File: src/onwc_pkg.sv
// Package for the OTP nibble write command handler
package onwc_pkg;

  // ---------------------------------------------------------------
  // Command frame fields
  // ---------------------------------------------------------------
  localparam logic [3:0] CMD_NIBBLE_WRITE = 4'h9;
  localparam logic [3:0] GLOBAL_ADDR      = 4'h0;
  localparam int         FRM_CMD_LSB      = 0;
  localparam int         FRM_ADR_LSB      = 4;
  localparam int         FRM_VAL_LSB      = 8;
  localparam int         FRM_TGT_LSB      = 12;

  // ---------------------------------------------------------------
  // Frame formats
  // ---------------------------------------------------------------
  typedef enum logic [1:0]
  {
    FMT_STD_LONG,
    FMT_STD_SHORT,
    FMT_ENH_LONG,
    FMT_ENH_SHORT
  } onwc_fmt_t;

  // ---------------------------------------------------------------
  // Nibble targets
  // ---------------------------------------------------------------
  localparam logic [3:0] TGT_LOCK   = 4'h7;
  localparam logic [3:0] TGT_FILTER = 4'h8;
  localparam logic [3:0] TGT_IDSEL  = 4'hA;
  localparam logic [3:0] TGT_ADDR   = 4'h7;
  localparam logic [1:0] BANK_ZERO  = 2'h0;
  localparam logic [1:0] BANK_ONE   = 2'h1;

  // ---------------------------------------------------------------
  // Register field positions
  // ---------------------------------------------------------------
  localparam int LOCK_BIT      = 7;
  localparam int FILTER_LSB    = 6;
  localparam int IDSEL_BIT     = 7;
  localparam int ADDR_LSB      = 0;

  // ---------------------------------------------------------------
  // Reset values
  // ---------------------------------------------------------------
  localparam logic [7:0] CFG1_RST = 8'h00;
  localparam logic [7:0] CFG2_RST = 8'h01;
  localparam logic [7:0] OPTS_RST = 8'h00;

  // ---------------------------------------------------------------
  // Timing
  // ---------------------------------------------------------------
  localparam int CLK_MHZ         = 125;
  localparam int BURN_TIME_US    = 100;
  localparam int BURN_BIT_CYCLES = BURN_TIME_US * CLK_MHZ;

  // ---------------------------------------------------------------
  // Handler states
  // ---------------------------------------------------------------
  typedef enum logic [1:0]
  {
    ST_IDLE,
    ST_BURN,
    ST_REPLY
  } onwc_state_t;

endpackage : onwc_pkg

File: src/onwc_burn_if.sv
// Interface between the command handler and the burn timer
`timescale 1ns/10ps
interface onwc_burn_if;
  logic       start;
  logic [2:0] bits;
  logic       done;

  modport ctrl
  (
    output start,
    output bits,
    input  done
  );
  modport timer
  (
    input  start,
    input  bits,
    output done
  );
endinterface : onwc_burn_if

File: src/onwc_burn_timer.sv
// Burn timer: per-bit time times number of bits burned
`timescale 1ns/10ps
module onwc_burn_timer
  import onwc_pkg::*;
#(
  parameter int BIT_CYCLES = onwc_pkg::BURN_BIT_CYCLES
)
(
  input  wire logic MCLK,
  input  wire logic RST,
  onwc_burn_if.timer bif
);
  logic [2:0]  bits_q;
  logic [31:0] cnt_q;
  logic        busy_q;

  always_ff @(posedge MCLK)
  begin
    if (RST)
    begin
      busy_q   <= 1'b0;
      bits_q   <= 3'h0;
      cnt_q    <= 32'h0;
      bif.done <= 1'b0;
    end
    else
    begin
      bif.done <= 1'b0;
      if (bif.start)
      begin
        busy_q <= (bif.bits != 3'h0);
        bits_q <= bif.bits;
        cnt_q  <= 32'(BIT_CYCLES - 1);
        bif.done <= (bif.bits == 3'h0);
      end
      else if (busy_q)
      begin
        if (cnt_q != 32'h0)
          cnt_q <= cnt_q - 32'h1;
        else if (bits_q > 3'h1)
        begin
          bits_q <= bits_q - 3'h1;
          cnt_q  <= 32'(BIT_CYCLES - 1);
        end
        else
        begin
          busy_q   <= 1'b0;
          bif.done <= 1'b1;
        end
      end
    end
  end
endmodule : onwc_burn_timer

File: src/onwc_top.sv
// OTP nibble write command handler with response builder
`timescale 1ns/10ps

// Summary of operation
// RULE_01: Act only on standard long or enhanced long frames; drop others.
// RULE_02: Ignore the command when the frame carries global address zero.
// RULE_03: Command code 1001 identifies the nibble write.
// RULE_04: Data bits 7-4 are nibble target, bits 3-0 the value.
// RULE_05: Ignore unless the address field equals the programmed address.
// RULE_06: Enabled reply: address, target, 11, bank, register nibble.
// RULE_07: Reply nibble is register content read after the write.
// RULE_08: Reply bank bits are the bank from the last initialization.
// RULE_09: Burn OTP only with enable flag set; else mirror only.
// RULE_10: Disabled reply: address, 0000, 1111, address again.
// RULE_11: When the address changes, the reply carries the new address.
// RULE_12: Burn time equals per-bit time times bits programmed.
// RULE_13: Master leaves idle time covering the full burn duration.
// RULE_14: Master should read registers back to confirm contents.
// RULE_15: Every write updates mirrors and the integrity calculation.
// RULE_16: Integrity mismatch is flagged only while the lock bit is set.
// RULE_17: Unused targets: no write, reply nibble is device address.
// RULE_18: Bank 0 target 0111: bit 3 writes the lock bit.
// RULE_19: Bank 0 target 1000: bits 3-2 write filter select.
// RULE_20: Bank 0 target 1010: bit 3 writes identity select bit.
// RULE_21: Bank 1 target 0111: all four bits write the bus address.
// RULE_22: Unassigned targets behave as unused entries.
// RULE_23: Frames failing CRC are discarded with no write or reply.
module onwc_top
  import onwc_pkg::*;
#(
  parameter int BIT_CYCLES = onwc_pkg::BURN_BIT_CYCLES
)
(
  input  wire logic             MCLK,
  input  wire logic             RST,
  input  wire logic             FRAME_VALID,
  input  wire logic [15:0]      FRAME_DATA,
  input  wire onwc_pkg::onwc_fmt_t FRAME_FMT,
  input  wire logic             FRAME_CRC_OK,
  input  wire logic             PROGRAM_ENABLE_FLAG,
  input  wire logic [1:0]       BANK_SEL,
  input  wire logic [7:0]       CRC_STORED,
  output logic                  RESP_VALID,
  output logic [15:0]           RESP_DATA,
  output logic                  BUSY,
  output logic                  BURN_EN,
  output logic [3:0]            BURN_TARGET,
  output logic [3:0]            BURN_MASK,
  output logic [3:0]            BURN_VALUE,
  output logic [7:0]            CONFIG_ONE_REGISTER,
  output logic [7:0]            CONFIG_TWO_REGISTER,
  output logic [7:0]            SENSOR_OPTIONS_REGISTER,
  output logic                  INTEGRITY_ERROR
);

  // ---------------------------------------------------------------
  // Helpers
  // ---------------------------------------------------------------
  function automatic logic [3:0] target_mask(input logic [1:0] bank,
                                             input logic [3:0] tgt);
    target_mask = 4'h0;
    if (bank == BANK_ZERO)
    begin
      case (tgt)
        TGT_LOCK:   target_mask = 4'h8; // [RULE_18]
        TGT_FILTER: target_mask = 4'hC; // [RULE_19]
        TGT_IDSEL:  target_mask = 4'h8; // [RULE_20]
        default:    target_mask = 4'h0; // [RULE_22]
      endcase
    end
    else if (bank == BANK_ONE && tgt == TGT_ADDR)
      target_mask = 4'hF;               // [RULE_21]
  endfunction : target_mask

  function automatic logic [2:0] ones(input logic [3:0] v);
    ones = 3'({2'h0, v[0]} + {2'h0, v[1]} + {2'h0, v[2]} + {2'h0, v[3]});
  endfunction : ones

  // ---------------------------------------------------------------
  // Command decode
  // ---------------------------------------------------------------
  logic [3:0] f_cmd;
  logic [3:0] f_adr;
  logic [3:0] f_val;
  logic [3:0] f_tgt;
  logic       fmt_ok;
  logic       accept;
  logic [3:0] dev_addr;

  assign f_cmd  = FRAME_DATA[FRM_CMD_LSB +: 4];
  assign f_adr  = FRAME_DATA[FRM_ADR_LSB +: 4];
  assign f_val  = FRAME_DATA[FRM_VAL_LSB +: 4];
  assign f_tgt  = FRAME_DATA[FRM_TGT_LSB +: 4];
  assign fmt_ok = (FRAME_FMT == FMT_STD_LONG)
               || (FRAME_FMT == FMT_ENH_LONG);          // [RULE_01]
  assign dev_addr = CONFIG_TWO_REGISTER[ADDR_LSB +: 4]; // [RULE_11]

  onwc_state_t state_q;

  assign accept = FRAME_VALID && (state_q == ST_IDLE)
               && FRAME_CRC_OK                          // [RULE_23]
               && fmt_ok
               && (f_cmd == CMD_NIBBLE_WRITE)           // [RULE_03]
               && (f_adr != GLOBAL_ADDR)                // [RULE_02]
               && (f_adr == dev_addr);                  // [RULE_05]

  // ---------------------------------------------------------------
  // Captured command
  // ---------------------------------------------------------------
  logic [3:0] tgt_q;
  logic [3:0] val_q;
  logic [3:0] mask_q;
  logic [1:0] bank_q;
  logic       prog_q;

  always_ff @(posedge MCLK)
  begin
    if (RST)
    begin
      tgt_q  <= 4'h0;
      val_q  <= 4'h0;
      mask_q <= 4'h0;
      bank_q <= 2'h0;
      prog_q <= 1'b0;
    end
    else if (accept)
    begin
      tgt_q  <= f_tgt;                                  // [RULE_04]
      val_q  <= f_val;
      mask_q <= target_mask(BANK_SEL, f_tgt);
      bank_q <= BANK_SEL;                               // [RULE_08]
      prog_q <= PROGRAM_ENABLE_FLAG;
    end
  end

  // ---------------------------------------------------------------
  // Burn timer
  // ---------------------------------------------------------------
  onwc_burn_if bif ();
  logic [3:0] burn_bits;

  assign burn_bits  = target_mask(BANK_SEL, f_tgt) & f_val;
  assign bif.start  = accept && PROGRAM_ENABLE_FLAG;    // [RULE_09]
  assign bif.bits   = ones(burn_bits);                  // [RULE_12]

  onwc_burn_timer #(
    .BIT_CYCLES (BIT_CYCLES)
  ) u_timer (
    .MCLK (MCLK),
    .RST  (RST),
    .bif  (bif)
  );

  // ---------------------------------------------------------------
  // Sequencer
  // ---------------------------------------------------------------
  always_ff @(posedge MCLK)
  begin
    if (RST)
      state_q <= ST_IDLE;
    else
    begin
      case (state_q)
        ST_IDLE:
          if (accept)
            state_q <= PROGRAM_ENABLE_FLAG ? ST_BURN : ST_REPLY;
        ST_BURN:
          if (bif.done)
            state_q <= ST_REPLY;
        ST_REPLY:
          state_q <= ST_IDLE;
        default:
          state_q <= ST_IDLE;
      endcase
    end
  end

  always_ff @(posedge MCLK)
  begin
    if (RST)
      BUSY <= 1'b0;
    else
      BUSY <= accept || (state_q == ST_BURN)
           || (BUSY && state_q != ST_REPLY);
  end

  // ---------------------------------------------------------------
  // OTP burn strobes
  // ---------------------------------------------------------------
  always_ff @(posedge MCLK)
  begin
    if (RST)
    begin
      BURN_EN     <= 1'b0;
      BURN_TARGET <= 4'h0;
      BURN_MASK   <= 4'h0;
      BURN_VALUE  <= 4'h0;
    end
    else
    begin
      BURN_EN <= bif.start && (burn_bits != 4'h0);      // [RULE_09]
      if (bif.start)
      begin
        BURN_TARGET <= f_tgt;
        BURN_MASK   <= burn_bits;
        BURN_VALUE  <= f_val;
      end
    end
  end

  // ---------------------------------------------------------------
  // Mirror registers
  // ---------------------------------------------------------------
  logic [3:0] m;

  assign m = target_mask(BANK_SEL, f_tgt);

  always_ff @(posedge MCLK)
  begin
    if (RST)
    begin
      CONFIG_ONE_REGISTER     <= CFG1_RST;
      CONFIG_TWO_REGISTER     <= CFG2_RST;
      SENSOR_OPTIONS_REGISTER <= OPTS_RST;
    end
    else if (accept && m != 4'h0)                       // [RULE_15]
    begin
      if (BANK_SEL == BANK_ZERO && f_tgt == TGT_LOCK)
        CONFIG_TWO_REGISTER[LOCK_BIT] <= f_val[3];      // [RULE_18]
      if (BANK_SEL == BANK_ZERO && f_tgt == TGT_FILTER)
        SENSOR_OPTIONS_REGISTER[FILTER_LSB +: 2]
          <= f_val[3:2];                                // [RULE_19]
      if (BANK_SEL == BANK_ZERO && f_tgt == TGT_IDSEL)
        CONFIG_ONE_REGISTER[IDSEL_BIT] <= f_val[3];     // [RULE_20]
      if (BANK_SEL == BANK_ONE && f_tgt == TGT_ADDR)
        CONFIG_TWO_REGISTER[ADDR_LSB +: 4] <= f_val;    // [RULE_21]
    end
  end

  // ---------------------------------------------------------------
  // Integrity check
  // ---------------------------------------------------------------
  logic [7:0] sum;

  assign sum = CONFIG_ONE_REGISTER ^ CONFIG_TWO_REGISTER
             ^ SENSOR_OPTIONS_REGISTER;                 // [RULE_15]

  always_ff @(posedge MCLK)
  begin
    if (RST)
      INTEGRITY_ERROR <= 1'b0;
    else
      INTEGRITY_ERROR <= CONFIG_TWO_REGISTER[LOCK_BIT]
                      && (sum != CRC_STORED);           // [RULE_16]
  end

  // ---------------------------------------------------------------
  // Response builder
  // ---------------------------------------------------------------
  function automatic logic [3:0] read_back(input logic [1:0] bank,
                                           input logic [3:0] tgt,
                                           input logic [7:0] c1,
                                           input logic [7:0] c2,
                                           input logic [7:0] op);
    read_back = c2[ADDR_LSB +: 4];                      // [RULE_17]
    if (bank == BANK_ZERO && tgt == TGT_LOCK)
      read_back = c2[7:4];
    else if (bank == BANK_ZERO && tgt == TGT_FILTER)
      read_back = op[7:4];
    else if (bank == BANK_ZERO && tgt == TGT_IDSEL)
      read_back = c1[7:4];
    else if (bank == BANK_ONE && tgt == TGT_ADDR)
      read_back = c2[3:0];
  endfunction : read_back

  always_ff @(posedge MCLK)
  begin
    if (RST)
    begin
      RESP_VALID <= 1'b0;
      RESP_DATA  <= 16'h0000;
    end
    else
    begin
      RESP_VALID <= (state_q == ST_REPLY);
      if (state_q == ST_REPLY)
      begin
        if (prog_q)
          RESP_DATA <= {dev_addr, tgt_q, 2'h3, bank_q,  // [RULE_06]
                        read_back(bank_q, tgt_q,        // [RULE_07]
                                  CONFIG_ONE_REGISTER,
                                  CONFIG_TWO_REGISTER,
                                  SENSOR_OPTIONS_REGISTER)};
        else
          RESP_DATA <= {dev_addr, 4'h0, 4'hF, dev_addr}; // [RULE_10]
      end
    end
  end

  // ---------------------------------------------------------------
  // Checks
  // ---------------------------------------------------------------
  chk_bad_format: assert property ( // [RULE_01]
    @(posedge MCLK) disable iff (RST)
    (FRAME_VALID && !fmt_ok) |-> !accept)
    else $error("short frame accepted");

  chk_global_addr: assert property ( // [RULE_02]
    @(posedge MCLK) disable iff (RST)
    (FRAME_VALID && f_adr == GLOBAL_ADDR) |-> !accept)
    else $error("global address accepted");

  chk_disabled_reply: assert property ( // [RULE_10]
    @(posedge MCLK) disable iff (RST)
    (accept && !PROGRAM_ENABLE_FLAG) |-> ##2
      (RESP_VALID && RESP_DATA[11:4] == 8'h0F))
    else $error("disabled reply wrong");

  chk_enabled_mark: assert property ( // [RULE_06]
    @(posedge MCLK) disable iff (RST)
    (RESP_VALID && prog_q) |-> RESP_DATA[7:6] == 2'h3)
    else $error("enabled reply marker wrong");

  chk_crc_drop: assert property ( // [RULE_23]
    @(posedge MCLK) disable iff (RST)
    (FRAME_VALID && !FRAME_CRC_OK) |=> !BURN_EN)
    else $error("burn on bad crc");

  chk_lock_mismatch: assert property ( // [RULE_16]
    @(posedge MCLK) disable iff (RST)
    INTEGRITY_ERROR |-> $past(CONFIG_TWO_REGISTER[LOCK_BIT]))
    else $error("mismatch without lock");

  chk_burn_gate: assert property ( // [RULE_09]
    @(posedge MCLK) disable iff (RST)
    (accept && !PROGRAM_ENABLE_FLAG) |=> !BURN_EN)
    else $error("burn with enable clear");

  chk_addr_change: assert property ( // [RULE_11]
    @(posedge MCLK) disable iff (RST)
    RESP_VALID |-> RESP_DATA[15:12] == dev_addr)
    else $error("reply address is not the current one");

  chk_addr_write: assert property ( // [RULE_21]
    @(posedge MCLK) disable iff (RST)
    (accept && BANK_SEL == BANK_ONE && f_tgt == TGT_ADDR)
      |=> dev_addr == $past(f_val))
    else $error("address field not written");

endmodule : onwc_top

File: config.mk
export PLATFORM = sky130hd
export DESIGN_NAME = onwc_top
export DESIGN_NICKNAME = d
export VERILOG_FILES = /design/src/onwc_pkg.sv /design/src/onwc_burn_if.sv /design/src/onwc_burn_timer.sv /design/src/onwc_top.sv
export SDC_FILE = /design/constraint.sdc
export NUM_CORES = 1
export LEC_CHECK = 0
export ABC_AREA = 0
export BUFFER_PORTS_ARGS = -buffer_cell sky130_fd_sc_hd__buf_2
export CAP_MARGIN = 10
export CORE_UTILIZATION = 50
export DETAILED_ROUTE_END_ITERATION = 10
export PLACE_DENSITY = 0.76
export SYNTH_ARGS = -nofsm -noshare
export SYNTH_HDL_FRONTEND = slang
export SYNTH_HIERARCHICAL = 1
export SYNTH_SLANG_ARGS = --single-unit
File: constraint.sdc
create_clock -name MCLK -period 2.37 [get_ports MCLK]
set_input_delay 0.237 -clock MCLK [delete_from_list [all_inputs] [get_ports MCLK]]
set_output_delay 0.237 -clock MCLK [all_outputs]
set_load 0.03 [all_outputs]
==> impl_metrics.py, run 1 <==
metrics = {
    "routing": {
        "routed_via_density": 5.929,
        "detail_route.wl_per_cell_microns": 15.96,
        "drt-pass1-iter-count": 4,
        "postRouteAntennaNets": 0,
        "sum_of_routed_wire_length_over_all_layers_microns": 11460,
        "drt_iter0_markers": 200,
        "route.vias.total": 4257,
        "remaining_drc_errors": 0,
    },
    "timing": {
        "final-setup-viol-count": 0,
        "hold_ws_ps": 158.0,
        "rsz0062_at_grt": "false",
        "post-route-min-period_ps": 2278,
        "worst-slew-pin-transition_ps": 507.8,
        "relSlewSlack": 0.6527,
        "final.period_utilization": 0.9613,
        "max_freq_ghz": 0.4389,
        "finalClockSkew_ps": 7.989,
        "timing_max_transition_violations_final": 0,
        "hold_viol": 0,
    },
    "hold_path": {
        "worstHoldPathType": "input pin to register",
    },
    "clock_tree": {
        "h-tree-depth": 3,
        "clk_root_buffer_cell": "clkbuf_8",
        "clock_path_buffers": 2,
        "insertion_delay_ps": 360,
        "cts_tree": "built",
        "cts_setup_buffers": 0,
        "postCtsHoldBufs": 0,
        "clk_transition_reported_paths_ps": 90,
        "cts_made_buffers": 9,
        "clkSinkCount": 85,
    },
    "synth": {
        "share_of_flip_flops_with_an_asynchronous_set_or_reset_after_synthesis": 0,
        "ys_dominant_reg_cell": "dfxtp_1",
        "synth_seq_cells": 85,
        "yosys_warnings": 6,
        "yosys.area.top_type": "dfxtp_1",
        "synth_area_leaders": "dfxtp_1 38%, nor2_1 3.9%, a21oi_1 3.7%, mux2i_1 3.4%, nand2_1 3.4%",
        "syn_area_sq_um": 4430,
        "syn_avg_cell_area_sq_um": 8.670,
        "netlist_instances": 511,
        "synth_enable_flop_cells": 0,
        "post-synth-top-area-fraction": 0.3841,
        "ys_seq_area_frac": 0.3841,
        "synth_cell_type_count": 69,
    },
    "placed_design": {
        "area_after_detailed_placement_sq_um": 5065,
        "dp.final_hpwl_microns": 8529,
        "last_weighted_congestion_value_of_the_routability_driven_placer": 0.8477,
        "placement.io_buffers": 71,
        "numPlacedInstances": 702,
    },
    "power": {
        "design_power_total_mw": 2.658,
        "share_seq_of_total_power": 0.537,
        "combinational_power_share": 0.060,
        "peakVddDrop_mv": 0.2590,
        "switching_share": 0.2561,
        "share_clk_of_total_power": 0.403,
        "internal-power_mw": 1.977,
        "power_density_nw_per_um2": 502.9,
        "total_leakage_power_nw": 2.230,
        "netSwitchingPower_uw": 680.7,
    },
    "critical_path": {
        "worstSetupEndpointType": "register",
        "setup.worst_path.class": "register to register",
        "worst_setup_path_start_kind": "register",
        "worstPathRequired_ps": 2670,
        "timing.critical_path.fanout_max": 9,
        "cp.arrival_ps": 2580,
    },
    "final_layout": {
        "layout.cells.non_filler": 718,
        "drive_gt1_frac": 0.2659,
        "finalNetCount": 647,
        "final_util": 0.6305,
        "most-common-layout-cells": "84 x dfxtp_1, 71 x buf_2, 46 x nor2_1, 43 x buf_4, 40 x nand2_1",
        "layout_commonest_cell": "dfxtp_1",
        "stdcell_area_sq_um": 5285,
        "flow.area_growth_from_synthesis_pct": 19.29,
        "diodes": 0,
    },
    "job": {
        "maxCapViolCount": 0,
    },
    "global_route": {
        "antenna_found_initial": 0,
        "maximum_number_of_pins_on_one_net_before_global_route_repair": 35,
        "number_of_global_route_vias_before_repair": 3925,
        "grt_first_pass_wirelength_microns": 18190,
        "track_usage": 0.2538,
        "global_route.overflow_total": 0,
    },
    "floorplan": {
        "die_width_microns": 96.13,
        "boundaryPins": 89,
        "design.die.area_sq_um": 9241,
        "fp-row-count": 33,
        "dieHeight_microns": 96.13,
        "floorplan.initialDensity": 0.5286,
        "design.core.area_sq_um": 8382,
    },
    "outcome": {
        "run_status": "complete, no violations",
    },
}
layout make-up:
type / instances / area, sq um
fill: 742 / 3097
multi-input combinational: 382 / 2509
timing repair buffer: 114 / 678.2
inverter: 16 / 60.06
clock inverter: 7 / 80.08
sequential: 85 / 1703
tap: 105 / 131.4
clock buffer: 9 / 123.9
power by group through the flow:
stage	clock, mW	combinational [mW]	sequential (mW)
floorplan	0	0.112	1.46
global placement	0	0.152	1.46
detailed placement	0	0.155	1.46
CTS	1.10	0.156	1.43
global route	1.17	0.171	1.43
finish	1.07	0.159	1.43
critical path: stages (launching register included):
cell	delay, ps
dfxtp_1	390
or4_1	630
or4_4	570
or4_4	500
a21oi_2	130
synth_stat cells (12+ instances only):
cell	instances
clkbuf_1	17
nand3_1	20
dfxtp_1	85
nand2_1	40
buf_4	18
nor3_1	15
xnor2_1	15
mux2i_1	15
a21oi_1	33
inv_1	15
nor2_1	46
or3_1	12
stage by stage:
step | setup TNS [ps] | setup WS [ps]
after floorplan | 0 | 5.376
after global placement | -146.7 | -82.79
after detailed placement | -387.9 | -209.7
after CTS | 0 | 103.7
after global routing | 0 | 20.83
final | 0 | 91.66
registers in the layout, summed over array words and instances (netlist names):
register	cells
u_timer/busy_q	1
RESP_VALID	1
u_timer/cnt_q	32
state_q	2
SENSOR_OPTIONS_REGISTER	2
tgt_q	4
BURN_TARGET	4
CONFIG_ONE_REGISTER	1
INTEGRITY_ERROR	1
RESP_DATA	15
u_timer/bits_q	3
BURN_VALUE	4
prog_q	1
BURN_EN	1
bank_q	2
CONFIG_TWO_REGISTER	5
BURN_MASK	4
u_timer/bif.done	1
BUSY	1
path summary, 6_finish.rpt:
kind,cells after the start,from,to,slack [ps]
worst max-delay path,4,u_timer/cnt_q[16],u_timer/cnt_q[31],90
worst min-delay path,3,CRC_STORED[5],INTEGRITY_ERROR,160
worst min register to register,2,RESP_DATA[1],RESP_DATA[1],460
worst max register to register,4,u_timer/cnt_q[16],u_timer/cnt_q[31],90
routing by layer:
layer,wire length [microns],share of wire,vias to the layer above,track usage
met4,342,0.030,0,0.1107
met1,4778,0.42,2006,0.3077
met3,801,0.070,35,0.04581
li1,-,-,2039,-
met5,0,0,-,0
met2,5540,0.48,177,0.4368
cell families (layout without fill, tap and decap cells):
kind of cell / count (synthesis) / in the layout / synth area share
simple gates: 216 / 216 / 0.2841
compound gates: 101 / 101 / 0.1539
flops: 85 / 85 / 0.3841
buf+inv: 59 / 146 / 0.06721
xor+xnor: 24 / 24 / 0.04745
mux: 18 / 18 / 0.04151
fa+ha+maj: 7 / 7 / 0.02090
other cells: 1 / 16 / 0.0008464
repair_timing:
action	in CTS	in global routing
gates resized for setup	0	3
setup endpoints to repair	0	25
hold endpoints to repair	0	0
(Power assumes the default switching activity.)
==> run 2: changes to the inputs <==
Settings changed: ABC_AREA 0 to 1, CORE_UTILIZATION 50 to 51, PLACE_DENSITY 0.76 to 0.77.
==> run 2 against run 1 <==
Effect of this change: sequential cell count unchanged; non-clock buffer count is 20 lower; first-iteration DRC count is 8.0% higher; die area up 10%; routed wire length increased by 2.7%; critical path type is now input pin to register.
==> impl_metrics.py, run 2 <==
metrics = {
    "synth": {
        "post-synth-top-area-fraction": 0.3417,
        "synth_top_cells_by_count": "164 x nand2_1, 150 x nor2_1, 111 x inv_1",
        "ys_dominant_reg_cell": "dfxtp_1",
        "synth_enable_flop_cells": 0,
        "netlist_instances": 771,
        "yosys_warnings": 6,
        "share_of_flip_flops_with_an_asynchronous_set_or_reset_after_synthesis": 0,
        "synth_cell_type_count": 41,
        "yosys.area.top_type": "dfxtp_1",
        "syn_avg_cell_area_sq_um": 6.459,
        "synthMostInstantiatedCell": "nand2_1",
        "ys_seq_area_frac": 0.3417,
        "synth_area_leaders": "dfxtp_1 34%, nand2_1 12%, nor2_1 11%, inv_1 8.4%, nand3_1 4.9%",
        "syn_area_sq_um": 4980,
        "synth_seq_cells": 85,
    },
    "placed_design": {
        "placement.io_buffers": 71,
        "area_after_detailed_placement_sq_um": 5508,
        "last_weighted_congestion_value_of_the_routability_driven_placer": 0.9038,
        "numPlacedInstances": 976,
        "dp.final_hpwl_microns": 9010,
        "dp_slack_ps": -99.38,
    },
    "global_route": {
        "grt_util_met3": 0.05479,
        "number_of_global_route_vias_before_repair": 4702,
        "track_usage": 0.2500,
        "use_met2": 0.4526,
        "global_route.overflow_total": 0,
        "groute.layer.met1.usage": 0.2837,
        "maximum_number_of_pins_on_one_net_before_global_route_repair": 29,
        "grt_first_pass_wirelength_microns": 20320,
        "antenna_found_initial": 0,
        "grt_busiest_layer": "met2",
    },
    "timing": {
        "hold_viol": 0,
        "final-setup-viol-count": 0,
        "final.period_utilization": 0.8874,
        "max_freq_ghz": 0.4755,
        "post-route-min-period_ps": 2103,
        "timing_max_transition_violations_final": 0,
        "finalClockSkew_ps": 13.29,
        "final.setup.worst_slack_ps": 266.9,
        "rsz0062_at_grt": "false",
    },
    "power": {
        "peakVddDrop_mv": 0.2898,
        "power_density_nw_per_um2": 460.7,
        "total_leakage_power_nw": 2.970,
        "design_power_total_mw": 2.640,
    },
    "final_layout": {
        "finalNetCount": 897,
        "fillcell_total": 895,
        "layout_commonest_cell": "nand2_1",
        "largest_register_ffs": 32,
        "regArea_sq_um": 1704,
        "diodes": 0,
        "top_register": "u_timer/cnt_q",
        "stdcell_area_sq_um": 5729,
        "drive_gt1_frac": 0.1889,
        "layout.cells.non_filler": 992,
        "most-common-layout-cells": "164 x nand2_1, 149 x nor2_1, 111 x inv_1, 83 x dfxtp_1, 71 x buf_2",
        "flow.area_growth_from_synthesis_pct": 15.05,
        "multi_input_comb_area_sq_um": 2691,
        "largest_registers": "u_timer/cnt_q x32, RESP_DATA x15, CONFIG_TWO_REGISTER x5",
    },
    "clock_tree": {
        "cts_setup_buffers": 0,
        "clkSinkCount": 85,
        "h-tree-depth": 3,
        "clock_path_buffers": 2,
        "insertion_delay_ps": 370,
        "clk_root_buffer_cell": "clkbuf_8",
        "postCtsHoldBufs": 0,
        "cts_made_buffers": 9,
        "post_cts.resized_instances": 0,
        "cts_tree": "built",
        "clk_transition_reported_paths_ps": 110,
    },
    "critical_path": {
        "cpMostUsedCell": "inv_1",
        "cp_cell_sequence": "buf_2 > inv_1 > nor2_1 > nand3_1 > nor2_2 > inv_1 > nor2_1 > inv_1 > fa_1 > inv_1 > ha_1 > ha_1 > or2_2 > nor3_2 > nor3_1",
        "worstPathRequired_ps": 2630,
        "worst_path_max_delay_cell": "fa_1",
        "worst_setup_path_start_kind": "input pin",
        "timing.critical_path.fanout_max": 3,
        "setup.worst_path.class": "input pin to register",
        "crit_path_max_incr_delay_ps": 530,
        "cp.arrival_ps": 2360,
        "critPathTopFamily": "simple AND/OR/NAND/NOR gates",
        "worstSetupEndpointType": "register",
        "crit_buf_inv": 5,
    },
    "floorplan": {
        "dieHeight_microns": 100.8,
        "die_width_microns": 100.8,
        "design.die.area_sq_um": 10160,
        "floorplan.initialDensity": 0.5339,
        "design.core.area_sq_um": 9328,
        "fp-row-count": 35,
        "boundaryPins": 89,
    },
    "routing": {
        "drt_iter0_markers": 216,
        "routed_via_density": 5.010,
        "postRouteAntennaNets": 0,
        "route.vias.total": 4970,
        "remaining_drc_errors": 0,
        "detail_route.wl_per_cell_microns": 11.87,
        "drt-pass1-iter-count": 5,
        "sum_of_routed_wire_length_over_all_layers_microns": 11780,
    },
    "job": {
        "maxCapViolCount": 0,
    },
    "hold_path": {
        "worstHoldPathType": "input pin to register",
    },
    "outcome": {
        "run_status": "complete, no violations",
    },
}
run 2: layer usage:
metal | part of all wire | wire length [microns]
met1 | 0.42 | 5004
met2 | 0.51 | 5959
met3 | 0.052 | 608
met4 | 0.017 | 202
met5 | 0 | 0
run 2: where the power goes:
group,switching [mW],internal [mW],total (mW),leakage [nW]
Clock,0.620,0.418,1.04,0.103
Sequential,0.000195,1.43,1.43,0.685
Combinational,0.120,0.0543,0.174,2.18
Total,0.740,1.90,2.64,2.97
run 2: cell families (layout without fill, tap and decap cells):
kind of cell             Yosys count  in the layout  synth area share
other                              1             16         0.0007530
flip-flops                        85             85            0.3417
AO/OA/AOI/OAI                     86             86           0.09472
buffers and inverters            150            227            0.1329
XOR/XNOR                          10             10           0.01759
adder cells (fa/ha/maj)            6              6           0.01658
AND/OR/NAND/NOR                  433            433            0.3957
run 2: path summary, 6_finish.rpt:
check	slack (ps)	cells past startpoint	end	start
min reg2reg	470	2	RESP_DATA[0]	RESP_DATA[0]
max	270	15	u_timer/busy_q	FRAME_DATA[14]
min	130	3	BURN_VALUE[1]	FRAME_DATA[9]
max reg2reg	280	13	u_timer/cnt_q[12]	state_q[0]
run 2: per-stage QoR:
stage / TNS [ps] / hold WS (ps) / utilization
2_1_floorplan: 0 / 306.1 / -
3_3_place_gp: -109.0 / 451.0 / 0.5905
3_5_place_dp: -221.0 / 457.2 / 0.5905
4_1_cts: 0 / 111.3 / 0.6125
5_1_grt: 0 / 145.2 / 0.6142
6_report: 0 / 126.6 / 0.6142
run 2: worst reg2reg max path, stage by stage (launching register included):
cell     delay (ps)
dfxtp_1         350
nor2_2          180
nand2_1          70
nor2_1          150
nand3_2         160
nor3_4          320
buf_4           200
nor2_1           60
inv_1            70
nor2_1           40
buf_4           160
nand3_1          80
nand2_1          50
a21oi_1         120
run 2: final cells by class:
| cell class | instances | area share |
|---|---|---|
| clock inverter | 7 | 0.01420 |
| multi-input combinational | 551 | 0.4698 |
| inverter | 117 | 0.07665 |
| timing repair buffer | 94 | 0.09216 |
| clock buffer | 9 | 0.02162 |
| tap | 129 | 0.02817 |
| sequential | 85 | 0.2974 |
==> run 3: changes to the inputs <==
Settings changed: CORE_MARGIN set to 5, RECOVER_POWER set to 25, TNS_END_PERCENT set to 50.
==> run 3 against run 2 <==
Effect of this change: register-to-register slack worse by 30 ps; clock power is 20% higher; fmax is 2.8% lower; critical endpoint is now u_timer/bif.done.
==> impl_metrics.py, run 3 (same netlist as run 2, synthesis figures left out) <==
metrics = {
    "power": {
        "combinational_power_share": 0.060,
        "total_leakage_power_nw": 2.874,
        "internal-power_mw": 2.178,
        "peakVddDrop_mv": 0.2328,
        "share_seq_of_total_power": 0.501,
        "design_power_total_mw": 2.847,
        "power_density_nw_per_um2": 498.2,
        "switching_share": 0.2349,
        "netSwitchingPower_uw": 668.5,
        "share_clk_of_total_power": 0.438,
    },
    "job": {
        "maxCapViolCount": 0,
    },
    "global_route": {
        "grt_busiest_layer": "met2",
        "maximum_number_of_pins_on_one_net_before_global_route_repair": 26,
        "groute.layer.met1.usage": 0.2594,
        "track_usage": 0.2097,
        "use_met2": 0.3703,
        "grt_util_met3": 0.04559,
        "antenna_found_initial": 0,
        "grt_first_pass_wirelength_microns": 20020,
        "global_route.overflow_total": 0,
        "number_of_global_route_vias_before_repair": 4477,
    },
    "critical_path": {
        "worst-r2r-cell-count": 10,
        "cpMostUsedCell": "inv_1",
        "worstPathRequired_ps": 2680,
        "crit_path_max_incr_delay_ps": 530,
        "worst_setup_path_start_kind": "input pin",
        "r2r_start": "CONFIG_TWO_REGISTER[0]",
        "flop2flop_setup_slack_ps": 250,
        "startpoint": "FRAME_DATA[14]",
        "setup.worst_path.class": "input pin to register",
        "worstSetupEndpointType": "register",
        "timing.critical_path.fanout_max": 3,
        "cp_cell_sequence": "buf_2 > inv_1 > nor2_1 > nand3_1 > nor2_2 > inv_1 > nor2_1 > inv_1 > fa_1 > inv_1 > ha_1 > ha_1 > or2_2 > nor3_2 > o21a_1",
        "worst_path_max_delay_cell": "fa_1",
        "crit-reg2reg-capture": "u_timer/bif.done",
        "cp.arrival_ps": 2470,
    },
    "routing": {
        "remaining_drc_errors": 0,
        "drt-pass1-iter-count": 5,
        "routed_via_density": 4.789,
        "sum_of_routed_wire_length_over_all_layers_microns": 11860,
        "postRouteAntennaNets": 0,
        "route.vias.total": 4765,
        "drt_iter0_markers": 240,
        "detail_route.wl_per_cell_microns": 11.91,
    },
    "hold_path": {
        "timing.hold.worst_endpoint": "BURN_VALUE[1]",
        "worstHoldPathType": "input pin to register",
        "worstHoldStart": "FRAME_DATA[9]",
        "holdPathStages": 3,
    },
    "final_layout": {
        "largest_register_ffs": 32,
        "stdcell_area_sq_um": 5714,
        "most-common-layout-cells": "164 x nand2_1, 150 x nor2_1, 111 x inv_1, 85 x dfxtp_1, 49 x nand3_1",
        "layout.cells.non_filler": 995,
        "final_util": 0.5928,
        "drive_gt1_frac": 0.1543,
        "finalNetCount": 897,
        "flow.area_growth_from_synthesis_pct": 14.75,
        "regArea_sq_um": 1702,
        "largest_registers": "u_timer/cnt_q x32, RESP_DATA x15, CONFIG_TWO_REGISTER x5",
        "multi_input_comb_area_sq_um": 2678,
        "layout_commonest_cell": "nand2_1",
        "top_register": "u_timer/cnt_q",
        "diodes": 0,
        "fillcell_total": 977,
    },
    "floorplan": {
        "boundaryPins": 89,
        "floorplan.initialDensity": 0.5166,
        "die_width_microns": 108.8,
        "dieHeight_microns": 108.8,
        "design.core.area_sq_um": 9639,
        "design.die.area_sq_um": 11840,
        "fp-row-count": 36,
    },
    "placed_design": {
        "placement.io_buffers": 71,
        "area_after_detailed_placement_sq_um": 5513,
        "last_weighted_congestion_value_of_the_routability_driven_placer": 0.8521,
        "numPlacedInstances": 980,
        "dp.final_hpwl_microns": 8981,
        "dp_slack_ps": -200.0,
    },
    "clock_tree": {
        "clk_root_buffer_cell": "clkbuf_8",
        "h-tree-depth": 3,
        "clock_path_buffers": 2,
        "clk_transition_reported_paths_ps": 100,
        "cts_made_buffers": 9,
        "insertion_delay_ps": 370,
        "cts_tree": "built",
        "clkSinkCount": 85,
        "postCtsHoldBufs": 0,
        "cts_setup_buffers": 0,
        "post_cts.resized_instances": 0,
    },
    "timing": {
        "timing_max_transition_violations_final": 0,
        "final.period_utilization": 0.9125,
        "relSlewSlack": 0.6469,
        "max_freq_ghz": 0.4624,
        "hold_ws_ps": 128.3,
        "hold_viol": 0,
        "finalClockSkew_ps": 17.04,
        "final-setup-viol-count": 0,
        "timing.setup.tns_ps": 0,
        "rsz0062_at_grt": "false",
        "worst-slew-pin-transition_ps": 529.6,
        "post-route-min-period_ps": 2163,
        "final.setup.worst_slack_ps": 207.4,
    },
    "outcome": {
        "run_status": "complete, no violations",
    },
}
==> run 3: cell count changes in the layout (fill, tap and decap cells not counted), sizes merged <==
cell      change
buf          -25
bufinv        +3
clkinv        -4
clkinvlp      +1
inv           -1
clkbuf       +25
==> run 3: layer usage <==
metal,vias to the layer above,routed length [microns],share of wire
met5,-,0,0
met4,0,171,0.014
met3,17,604,0.051
met2,111,5753,0.49
met1,2092,5326,0.45
li1,2545,-,-
==> run 3: how the worst max path moves through the flow <==
stage,endpoint,slack [ps]
5_1_grt,u_timer/bif.done,4
3_5_place_dp,u_timer/bif.done,-200
3_3_place_gp,u_timer/busy_q,-90
6_report,u_timer/bif.done,210
4_1_cts,u_timer/bif.done,190
2_1_floorplan,u_timer/bif.done,0.3
==> run 3: cell type report <==
cell class	instances	share of cell area
multi-input combinational	551	0.4686
sequential	85	0.2978
clock buffer	9	0.02168
timing repair buffer	94	0.08649
clock inverter	6	0.01949
tap	133	0.02912
inverter	117	0.07686
==> run 3: power groups by stage <==
| stage | clock, mW | combinational, mW | sequential, mW |
|---|---|---|---|
| after CTS | 1.26 | 0.172 | 1.43 |
| after global routing | 1.34 | 0.192 | 1.43 |
| after detailed placement | 0 | 0.172 | 1.46 |
| final | 1.25 | 0.172 | 1.43 |
| after global placement | 0 | 0.170 | 1.46 |
| after floorplan | 0 | 0.126 | 1.46 |
==> run 3: worst max-delay path, delay by kind of cell <==
| family | cells | cell delay [ps] |
|---|---|---|
| adder cells (fa/ha/maj) | 3 | 890 |
| AND/OR/NAND/NOR | 6 | 880 |
| buffers and inverters | 5 | 320 |
| AO/OA/AOI/OAI | 1 | 150 |
